[src/design/flash_protect_cmd_map.svh]
// Register offsets, field positions, reset values and fixed addresses
// Assumes inclusion by the flash protection and command object block
`ifndef FLASH_PROTECT_CMD_MAP_SVH
`define FLASH_PROTECT_CMD_MAP_SVH

// ==========================================
// Register byte offsets
`define OFS_PFLASH_PROT 8'h00
`define OFS_DFLASH_PROT 8'h04
`define OFS_COB_INDEX 8'h08
`define OFS_COB_ARRAY 8'h0C
`define OFS_FLASH_STATUS 8'h10
`define OFS_FACTORY_ZERO 8'h14

// ==========================================
// Field positions and command object word count
`define PF_OPEN_BIT 7
`define PF_HDIS_BIT 5
`define PF_LDIS_BIT 2
`define DF_DISABLE_BIT 7
`define ST_COMPLETE_BIT 7
`define ST_VIOLATION_BIT 4
`define COB_WORDS 6

// ==========================================
// Reset values: fully protected until the configuration bytes arrive
`define PF_PROT_RESET 8'h7F
`define DF_PROT_RESET 8'h1F
`define DF_PROT_MASK 8'h9F

// ==========================================
// Fixed global addresses
`define CFG_PF_PROT_ADDR 23'h7F_FF0C
`define CFG_DF_PROT_ADDR 23'h7F_FF0D
`define DF_BASE_ADDR 23'h10_0000
`define PF_TOP_BITS 5'h1F
`define PF_HIGH_TOP 9'h1FF
`define PF_LOW_TOP 10'h3FC

`endif

[src/design/flash_protect_cmd_pkg.sv]
// Types shared by the flash protection and command object block
// Assumes the map header for all numeric constants
package flash_protect_cmd_pkg;

	// ==========================================
	// Configuration bytes fetched from flash during the reset sequence
	typedef struct packed {
		logic load;
		logic pf_fault;
		logic [7:0] pf_byte;
		logic df_fault;
		logic [7:0] df_byte;
	} nvm_cfg_type;

	// ==========================================
	// Command fields handed to the memory controller
	typedef struct packed {
		logic [7:0] code;
		logic [22:0] addr;
		logic [15:0] data0;
		logic [15:0] data1;
		logic [15:0] data2;
		logic [15:0] data3;
	} cmd_fields_type;

	// ==========================================
	// Result word written back by the memory controller
	typedef struct packed {
		logic wr;
		logic [2:0] index;
		logic [15:0] data;
	} cmd_ret_type;

endpackage : flash_protect_cmd_pkg

[src/design/flash_protect_cmd_object.sv]
// Flash protection checker and indexed command object array behind an APB slave
// Assumes an APB master on core_clk and a memory controller that runs commands
//
// The implementer's own choices: the APB slave port and the address map.
`include "flash_protect_cmd_map.svh"
`timescale 1ns/100ps
`default_nettype none

module flash_protect_cmd_object #(
	parameter logic [7:0] CMD_PF_ERASE_BLOCK = 8'h01,
	parameter logic [7:0] CMD_PF_ERASE_SECTOR = 8'h02,
	parameter logic [7:0] CMD_PF_PROGRAM = 8'h03,
	parameter logic [7:0] CMD_DF_ERASE_BLOCK = 8'h04,
	parameter logic [7:0] CMD_DF_ERASE_SECTOR = 8'h05,
	parameter logic [7:0] CMD_DF_PROGRAM = 8'h06
) (
	input wire logic core_clk,
	input wire logic rst_n,
	input wire logic psel,
	input wire logic penable,
	input wire logic pwrite,
	input wire logic [7:0] paddr,
	input wire logic [31:0] pwdata,
	input wire logic [3:0] pstrb,
	output logic [31:0] prdata,
	output logic pready,
	output logic pslverr,
	input wire flash_protect_cmd_pkg::nvm_cfg_type nvm_cfg,
	output flash_protect_cmd_pkg::cmd_fields_type cmd_fields,
	output logic cmd_start,
	input wire logic cmd_done,
	input wire flash_protect_cmd_pkg::cmd_ret_type cmd_ret
);

	// ==========================================
	// Helpers
	function automatic logic scenario_ok(input logic [2:0] from, input logic [2:0] to);
		logic [7:0] allowed;
		allowed = 8'h00;
		unique case (from)
			3'd0: allowed = 8'h0F;
			3'd1: allowed = 8'h0A;
			3'd2: allowed = 8'h0C;
			3'd3: allowed = 8'h08;
			3'd4: allowed = 8'h18;
			3'd5: allowed = 8'h3C;
			3'd6: allowed = 8'h5A;
			3'd7: allowed = 8'hFF;
		endcase
		return allowed[to];
	endfunction : scenario_ok

	function automatic logic [2:0] scenario_of(input logic [7:0] prot);
		return {prot[`PF_OPEN_BIT], prot[`PF_HDIS_BIT], prot[`PF_LDIS_BIT]};
	endfunction : scenario_of

	function automatic logic [15:0] byte_merge(input logic [15:0] old,
		input logic [15:0] wdata, input logic [1:0] strb);
		return {strb[1] ? wdata[15:8] : old[15:8], strb[0] ? wdata[7:0] : old[7:0]};
	endfunction : byte_merge

	// ==========================================
	// State
	logic [7:0] pf_prot_reg;
	logic [7:0] df_prot_reg;
	logic [2:0] cob_index_reg;
	logic [15:0] cob_reg [`COB_WORDS];
	logic complete_reg;
	logic violation_reg;
	logic start_reg;
	logic [31:0] prdata_reg;
	logic pready_reg;
	logic pslverr_reg;

	// ==========================================
	// Bus decode
	wire logic setup_phase = psel & ~penable;
	wire logic bus_write = psel & penable & pready_reg & pwrite;
	wire logic hit_pf = (paddr == `OFS_PFLASH_PROT);
	wire logic hit_df = (paddr == `OFS_DFLASH_PROT);
	wire logic hit_idx = (paddr == `OFS_COB_INDEX);
	wire logic hit_cob = (paddr == `OFS_COB_ARRAY);
	wire logic hit_st = (paddr == `OFS_FLASH_STATUS);
	wire logic hit_fz = (paddr == `OFS_FACTORY_ZERO);
	wire logic mapped = hit_pf | hit_df | hit_idx | hit_cob | hit_st | hit_fz;
	wire logic idx_valid = (cob_index_reg < 3'(`COB_WORDS));
	wire logic [15:0] cob_read = idx_valid ? cob_reg[cob_index_reg] : 16'h0000;

	wire logic [31:0] read_mux =
		hit_pf ? {24'h00_0000, pf_prot_reg} :
		hit_df ? {24'h00_0000, df_prot_reg} :
		hit_idx ? {29'h0000_0000, cob_index_reg} :
		hit_cob ? {16'h0000, cob_read} :
		hit_st ? {24'h00_0000, complete_reg, 2'b00, violation_reg, 4'h0} :
		32'h0000_0000;

	// ==========================================
	// Program-flash protection write check
	wire logic [7:0] pf_wr = pwdata[7:0];
	wire logic pf_hdis = pf_prot_reg[`PF_HDIS_BIT];
	wire logic pf_ldis = pf_prot_reg[`PF_LDIS_BIT];
	wire logic [1:0] pf_hs = pf_prot_reg[4:3];
	wire logic [1:0] pf_ls = pf_prot_reg[1:0];
	wire logic [7:0] pf_candidate = {pf_wr[7], pf_prot_reg[6], pf_wr[5],
		pf_hdis ? pf_wr[4:3] : pf_hs,
		pf_wr[2],
		pf_ldis ? pf_wr[1:0] : pf_ls};
	wire logic pf_accept = scenario_ok(scenario_of(pf_prot_reg),
		scenario_of(pf_candidate));

	// ==========================================
	// Data-flash protection write check
	wire logic [4:0] df_size = df_prot_reg[4:0];
	wire logic df_open = df_prot_reg[`DF_DISABLE_BIT];
	wire logic df_accept = (pwdata[`DF_DISABLE_BIT] <= df_open)
		& (pwdata[4:0] >= df_size);
	wire logic [7:0] df_candidate = pwdata[7:0] & `DF_PROT_MASK;

	// ==========================================
	// Command classification and protection lookup
	wire logic [7:0] code = cob_reg[0][15:8];
	wire logic [22:0] addr = {cob_reg[0][6:0], cob_reg[1]};
	wire logic [22:0] df_offset = addr - `DF_BASE_ADDR;
	wire logic df_in = (addr >= `DF_BASE_ADDR) & (df_offset[22:8] <= {10'h000, df_size});
	wire logic df_protected = ~df_open & df_in;
	wire logic df_any = ~df_open;
	wire logic pf_in = (addr[22:18] == `PF_TOP_BITS);
	wire logic hi_in = (addr[22:14] == `PF_HIGH_TOP) & (addr[13:11] >= 3'(3'b111 << pf_hs));
	wire logic lo_in = (addr[22:13] == `PF_LOW_TOP)
		& ({1'b0, addr[12:10]} < 4'(4'd1 << pf_ls));
	wire logic pf_ranges = (~pf_hdis & hi_in) | (~pf_ldis & lo_in);
	wire logic pf_open = pf_prot_reg[`PF_OPEN_BIT];
	wire logic pf_protected = pf_in & (pf_open ? pf_ranges : ~pf_ranges);
	wire logic pf_any = pf_open ? (~pf_hdis | ~pf_ldis) : 1'b1;
	wire logic cmd_violates =
		((code == CMD_DF_PROGRAM) | (code == CMD_DF_ERASE_SECTOR)) & df_protected |
		(code == CMD_DF_ERASE_BLOCK) & df_any |
		((code == CMD_PF_PROGRAM) | (code == CMD_PF_ERASE_SECTOR)) & pf_protected |
		(code == CMD_PF_ERASE_BLOCK) & pf_any;

	// ==========================================
	// Command launch and completion
	wire logic st_write = bus_write & hit_st & pstrb[0];
	wire logic launch_req = st_write & pwdata[`ST_COMPLETE_BIT] & complete_reg
		& ~violation_reg;
	wire logic launch = launch_req & ~cmd_violates;
	wire logic violation_set = launch_req & cmd_violates;
	wire logic violation_clr = st_write & pwdata[`ST_VIOLATION_BIT];
	wire logic cob_write = bus_write & hit_cob & complete_reg & idx_valid;
	wire logic ret_write = cmd_ret.wr & ~complete_reg
		& (cmd_ret.index < 3'(`COB_WORDS));

	// ==========================================
	// APB answer: captured in setup, completes on the first access edge
	always_ff @(posedge core_clk or negedge rst_n) begin
		if (!rst_n) begin
			prdata_reg <= 32'h0000_0000;
			pready_reg <= 1'b0;
			pslverr_reg <= 1'b0;
		end else begin
			prdata_reg <= setup_phase ? read_mux : 32'h0000_0000;
			pready_reg <= setup_phase;
			pslverr_reg <= setup_phase & ~mapped;
		end
	end

	// ==========================================
	// Protection registers
	always_ff @(posedge core_clk or negedge rst_n) begin
		if (!rst_n) begin
			pf_prot_reg <= `PF_PROT_RESET;
			df_prot_reg <= `DF_PROT_RESET;
		end else if (nvm_cfg.load) begin
			pf_prot_reg <= nvm_cfg.pf_fault ? `PF_PROT_RESET : nvm_cfg.pf_byte;
			df_prot_reg <= nvm_cfg.df_fault ? `DF_PROT_RESET
				: (nvm_cfg.df_byte & `DF_PROT_MASK);
		end else begin
			if (bus_write & hit_pf & pstrb[0] & pf_accept)
				pf_prot_reg <= pf_candidate;
			if (bus_write & hit_df & pstrb[0] & df_accept)
				df_prot_reg <= df_candidate;
		end
	end

	// ==========================================
	// Index register and status flags
	always_ff @(posedge core_clk or negedge rst_n) begin
		if (!rst_n) begin
			cob_index_reg <= 3'd0;
			complete_reg <= 1'b1;
			violation_reg <= 1'b0;
			start_reg <= 1'b0;
		end else begin
			if (bus_write & hit_idx & pstrb[0])
				cob_index_reg <= pwdata[2:0];
			if (launch)
				complete_reg <= 1'b0;
			else if (cmd_done & ~complete_reg)
				complete_reg <= 1'b1;
			if (violation_set)
				violation_reg <= 1'b1;
			else if (violation_clr)
				violation_reg <= 1'b0;
			start_reg <= launch;
		end
	end

	// ==========================================
	// Command object array
	always_ff @(posedge core_clk or negedge rst_n) begin
		if (!rst_n) begin
			for (int i = 0; i < `COB_WORDS; i++) begin
				cob_reg[i] <= 16'h0000;
			end
		end else if (cob_write) begin
			cob_reg[cob_index_reg] <= byte_merge(cob_reg[cob_index_reg],
				(cob_index_reg == 3'd0) ? (pwdata[15:0] & 16'hFF7F) : pwdata[15:0],
				pstrb[1:0]);
		end else if (ret_write) begin
			cob_reg[cmd_ret.index] <= cmd_ret.data;
		end
	end

	// ==========================================
	// Outputs
	assign prdata = prdata_reg;
	assign pready = pready_reg;
	assign pslverr = pslverr_reg;
	assign cmd_start = start_reg;
	assign cmd_fields = {cob_reg[0][15:8], cob_reg[0][6:0], cob_reg[1],
		cob_reg[2], cob_reg[3], cob_reg[4], cob_reg[5]};

endmodule : flash_protect_cmd_object

`default_nettype wire

[config.mk]
export PLATFORM = sky130hd
export DESIGN_NAME = flash_protect_cmd_object
export DESIGN_NICKNAME = d
export VERILOG_FILES = /design/src/design/flash_protect_cmd_pkg.sv /design/src/design/flash_protect_cmd_object.sv
export VERILOG_INCLUDE_DIRS = /design/src /design/src/design
export SDC_FILE = /design/constraint.sdc
export NUM_CORES = 1
export LEC_CHECK = 0
export ABC_AREA = 1
export BUFFER_PORTS_ARGS = -buffer_cell sky130_fd_sc_hd__buf_4
export CORE_MARGIN = 2
export CORE_UTILIZATION = 55
export DETAILED_ROUTE_END_ITERATION = 6
export MAX_ROUTING_LAYER = met4
export PLACE_DENSITY = 0.9
export SLEW_MARGIN = 20
export SYNTH_ARGS = -nofsm -noshare
export SYNTH_HDL_FRONTEND = slang
export SYNTH_SLANG_ARGS = --single-unit
[constraint.sdc]
create_clock -name core_clk -period 2.4 [get_ports core_clk]
set_clock_uncertainty 0.15 [all_clocks]
set_input_delay 0.12 -clock core_clk [delete_from_list [all_inputs] [get_ports core_clk]]
set_output_delay 0.12 -clock core_clk [all_outputs]
set_load 0.005 [all_outputs]
==> impl_results.md <==
* Outcome: finished, violations left
* Violations in the final reports: negative setup slack
* Via density at 6.09
* Tmin final at 2.41 ns
* Worst-Margin Slew at 0.654 ns
* Yosys cell types at 44
* Post-DP Area at 10700 um^2
* WS Path Type: reg -> reg
* IO Pins at 219
* Fillcell total at 1276
* Post-synth top cells: nand2_1 (326), nor2_1 (143), nand3_1 (136)
* Switching pwr at 1.73 mW
* Gr usage total at 0.479
* Synth Flop Type: dfrtp_1
* Synth area leaders: dfrtp_1 (33%), nand2_1 (13%), buf_4 (9.5%)
* Drt drc at 0
* Setup violators final at 1
* Area of the multi-input gates at 4380 um^2
* Leakage at 6.08 nW
* HP Class: in -> reg
* Placed cells at 1667
* Largest net degree at the start of global routing at 59
* Root Buffer: clkbuf_16
* Core Region at 16500 um^2
* Worst EP required at 2.59 ns
* Vias in the first global route at 10200
* Num rows at 47
* Final Max Slew Viols at 0
* Dpl ws at 0.140 ns
* Initial antenna violation count at 1
* Storage cell area at 3370 um^2
* Post-synth EDFFs at 0
* Dpl hpwl at 30100 um
* Total power at 6.19 mW
* Worst path arrival time at 2.60 ns
* Design Area, Final at 11900 um^2
* Critical path launch point type: register
* Final period utilization at 1.00
* Total global routing overflow at 0
* # port buffers at 182
* Share of cells above drive strength 1 at 0.243
* F_max at 415 MHz
* Slew margin rel. at 0.563
* Maxcap violations at 0
* Initial Util at 0.560
* Die X at 134 um
* Clock buffer depth at 2
* Layout Nets at 1629
* Netlist Area Pre-Place at 9230 um^2
* GPL Wtd Cong at 1.07
* Met1 usage at 0.580
* Most common cell in the synthesized netlist: nand2_1
* Crit path max fanout at 9
* Post-Route WL at 42100 um
* Synth area leader: dfrtp_1
* Critical path capture point type: register
* Yosys reg bits at 134
* Power Dens Cells at 520 nW/um^2
* Logic pwr share at 0.138
* Num CTS Buffers at 17
* M2 GR Usage at 0.725
* Worst setup margin at -0.0103 ns
* Final ANT Viol Nets at 0
* Via count at 10700
* Hold slack final at 0.0156 ns
* Area Overhead vs Synth at 29.0%
* Synth top area share at 0.328
* CTS tree: done
* Sequential share of power at 0.391
* Die area at 17800 um^2
* DRT iter0 DRCs at 1206
* Ys Warns at 0
* Sw Ratio at 0.279
* Fin. Hold Viols at 0
* Clock-pin slew on the worst setup and hold paths at 0.06 ns
* CTS H-tree depth at 4
* First-pass iteration count of the detailed router at 6
* Sequential share of the synthesized area at 0.365
* Largest register FFs at 95
* Clk sinks at 134
* Synth Area per Inst at 7.07 um^2
* Setup Buffers After CTS at 0
* Non-filler instance count after layout at 1755
* Avg WL per Cell at 24.0 um
* Most Crowded Layer GR: met2
* Worst vdd ir at 489 uV
* Synth async-reset ratio at 1.00
* Worst-Skew Late Latency at 0.43 ns
* Die Y at 134 um
* Met3 usage at 0.101
* Clk pwr share at 0.471
* Global-route wire length before repair at 60800 um
* Post-Synthesis Cells at 1304
* P_int at 4.46 mW
[final timing paths]
path	to	slack (ns)	from	depth (start not counted)
min in group asynchronous	pf_prot_reg[7]	0.08	rst_n	2
hold reg to reg	df_prot_reg[3]	0.35	df_prot_reg[3]	2
max in group asynchronous	cmd_fields[33]	1.18	rst_n	3
setup / recovery	cmd_fields[78]	-0.01	cob_index_reg[1]	10
setup reg to reg	cmd_fields[78]	-0.01	cob_index_reg[1]	10
hold / removal	pslverr	0.02	paddr[0]	5
[cells by family (layout without fill, tap and decap cells)]
kind of cell,Yosys count,count (layout),share of synthesized area
DFF,134,134,0.365
other,1,17,0.000406
buffers and inverters,285,500,0.168
and+or+nand+nor,678,678,0.321
AOI/OAI and AO/OA,185,185,0.118
xor gates and xnor gates,1,1,0.000950
adders and majority gates,19,19,0.0258
muxes,1,1,0.00109
[routing by layer]
metal  vias up  part of all wire  wire [um]
met4         0             0.078       3290
met2       949              0.44      18700
met5         -                 0          0
met3       246              0.11       4730
met1      4919              0.36      15400
li1       4566                 -          -
[layout by cell type, fill, tap and decap left out, types with 3 or more instances in the layout]
cell,synthesis,final
inv_1,125,125
or2_2,11,11
o21ai_0,55,53
nand3_1,136,136
o22ai_1,11,11
clkbuf_16,0,17
nor3_1,21,21
buf_4,117,266
a21oi_1,59,59
o21ai_1,6,7
nand2_2,2,3
nor2_1,143,142
nand4_1,15,15
buf_12,0,7
inv_6,0,4
bufinv_16,0,4
dfrtp_1,121,119
ha_1,19,19
a31oi_1,5,5
nand3_2,6,5
clkinvlp_4,0,5
conb_1,1,16
nor2_2,5,6
nand2_1,326,325
inv_2,11,11
dfstp_2,13,13
o211ai_1,32,32
dlygate4sd3_1,0,55
a22oi_1,9,9
nor2_4,5,5
[power by group through the flow]
stage          Clock (mW)  Sequential [mW]  Combinational [mW]
5_1_grt              3.02             2.42               0.900
3_5_place_dp            0             2.46               0.726
3_3_place_gp            0             2.46               0.713
2_1_floorplan           0             2.42               0.358
6_report             2.91             2.42               0.854
4_1_cts              2.89             2.42               0.802
[area by class of cell]
class / count / share of cell area
clock inverter: 13 / 0.0163
timing repair buffer: 330 / 0.228
tap: 220 / 0.0231
inverter: 138 / 0.0440
sequential: 134 / 0.283
antenna: 1 / 0.000210
clock buffer: 19 / 0.0372
multi-input combinational: 900 / 0.368
[worst max-delay path: stages, from the launching register on]
cell and delay, ns:
dfrtp_2 0.47, nor2_1 0.21, nand2_1 0.10, buf_4 0.19, o22ai_1 0.33, inv_1 0.16
nand4_1 0.30, nand3_1 0.13, nand2_1 0.15, nand2_1 0.06, o21ai_0 0.08
[per-stage QoR]
| stage | utilization | TNS (ns) |
|---|---|---|
| after floorplan | - | 0 |
| after global placement | 0.649 | 0 |
| after detailed placement | 0.649 | 0 |
| after CTS | 0.721 | 0 |
| after global routing | 0.723 | -0.00644 |
| final | 0.723 | -0.0103 |
[what timing repair did]
| item | CTS | global route |
|---|---|---|
| endpoints found under the setup margin | 0 | 16 |
| resized for setup | 0 | 9 |
| endpoints found under the hold margin | 166 | 0 |
| hold buffers | 55 | 0 |
(Power assumes the default switching activity.)
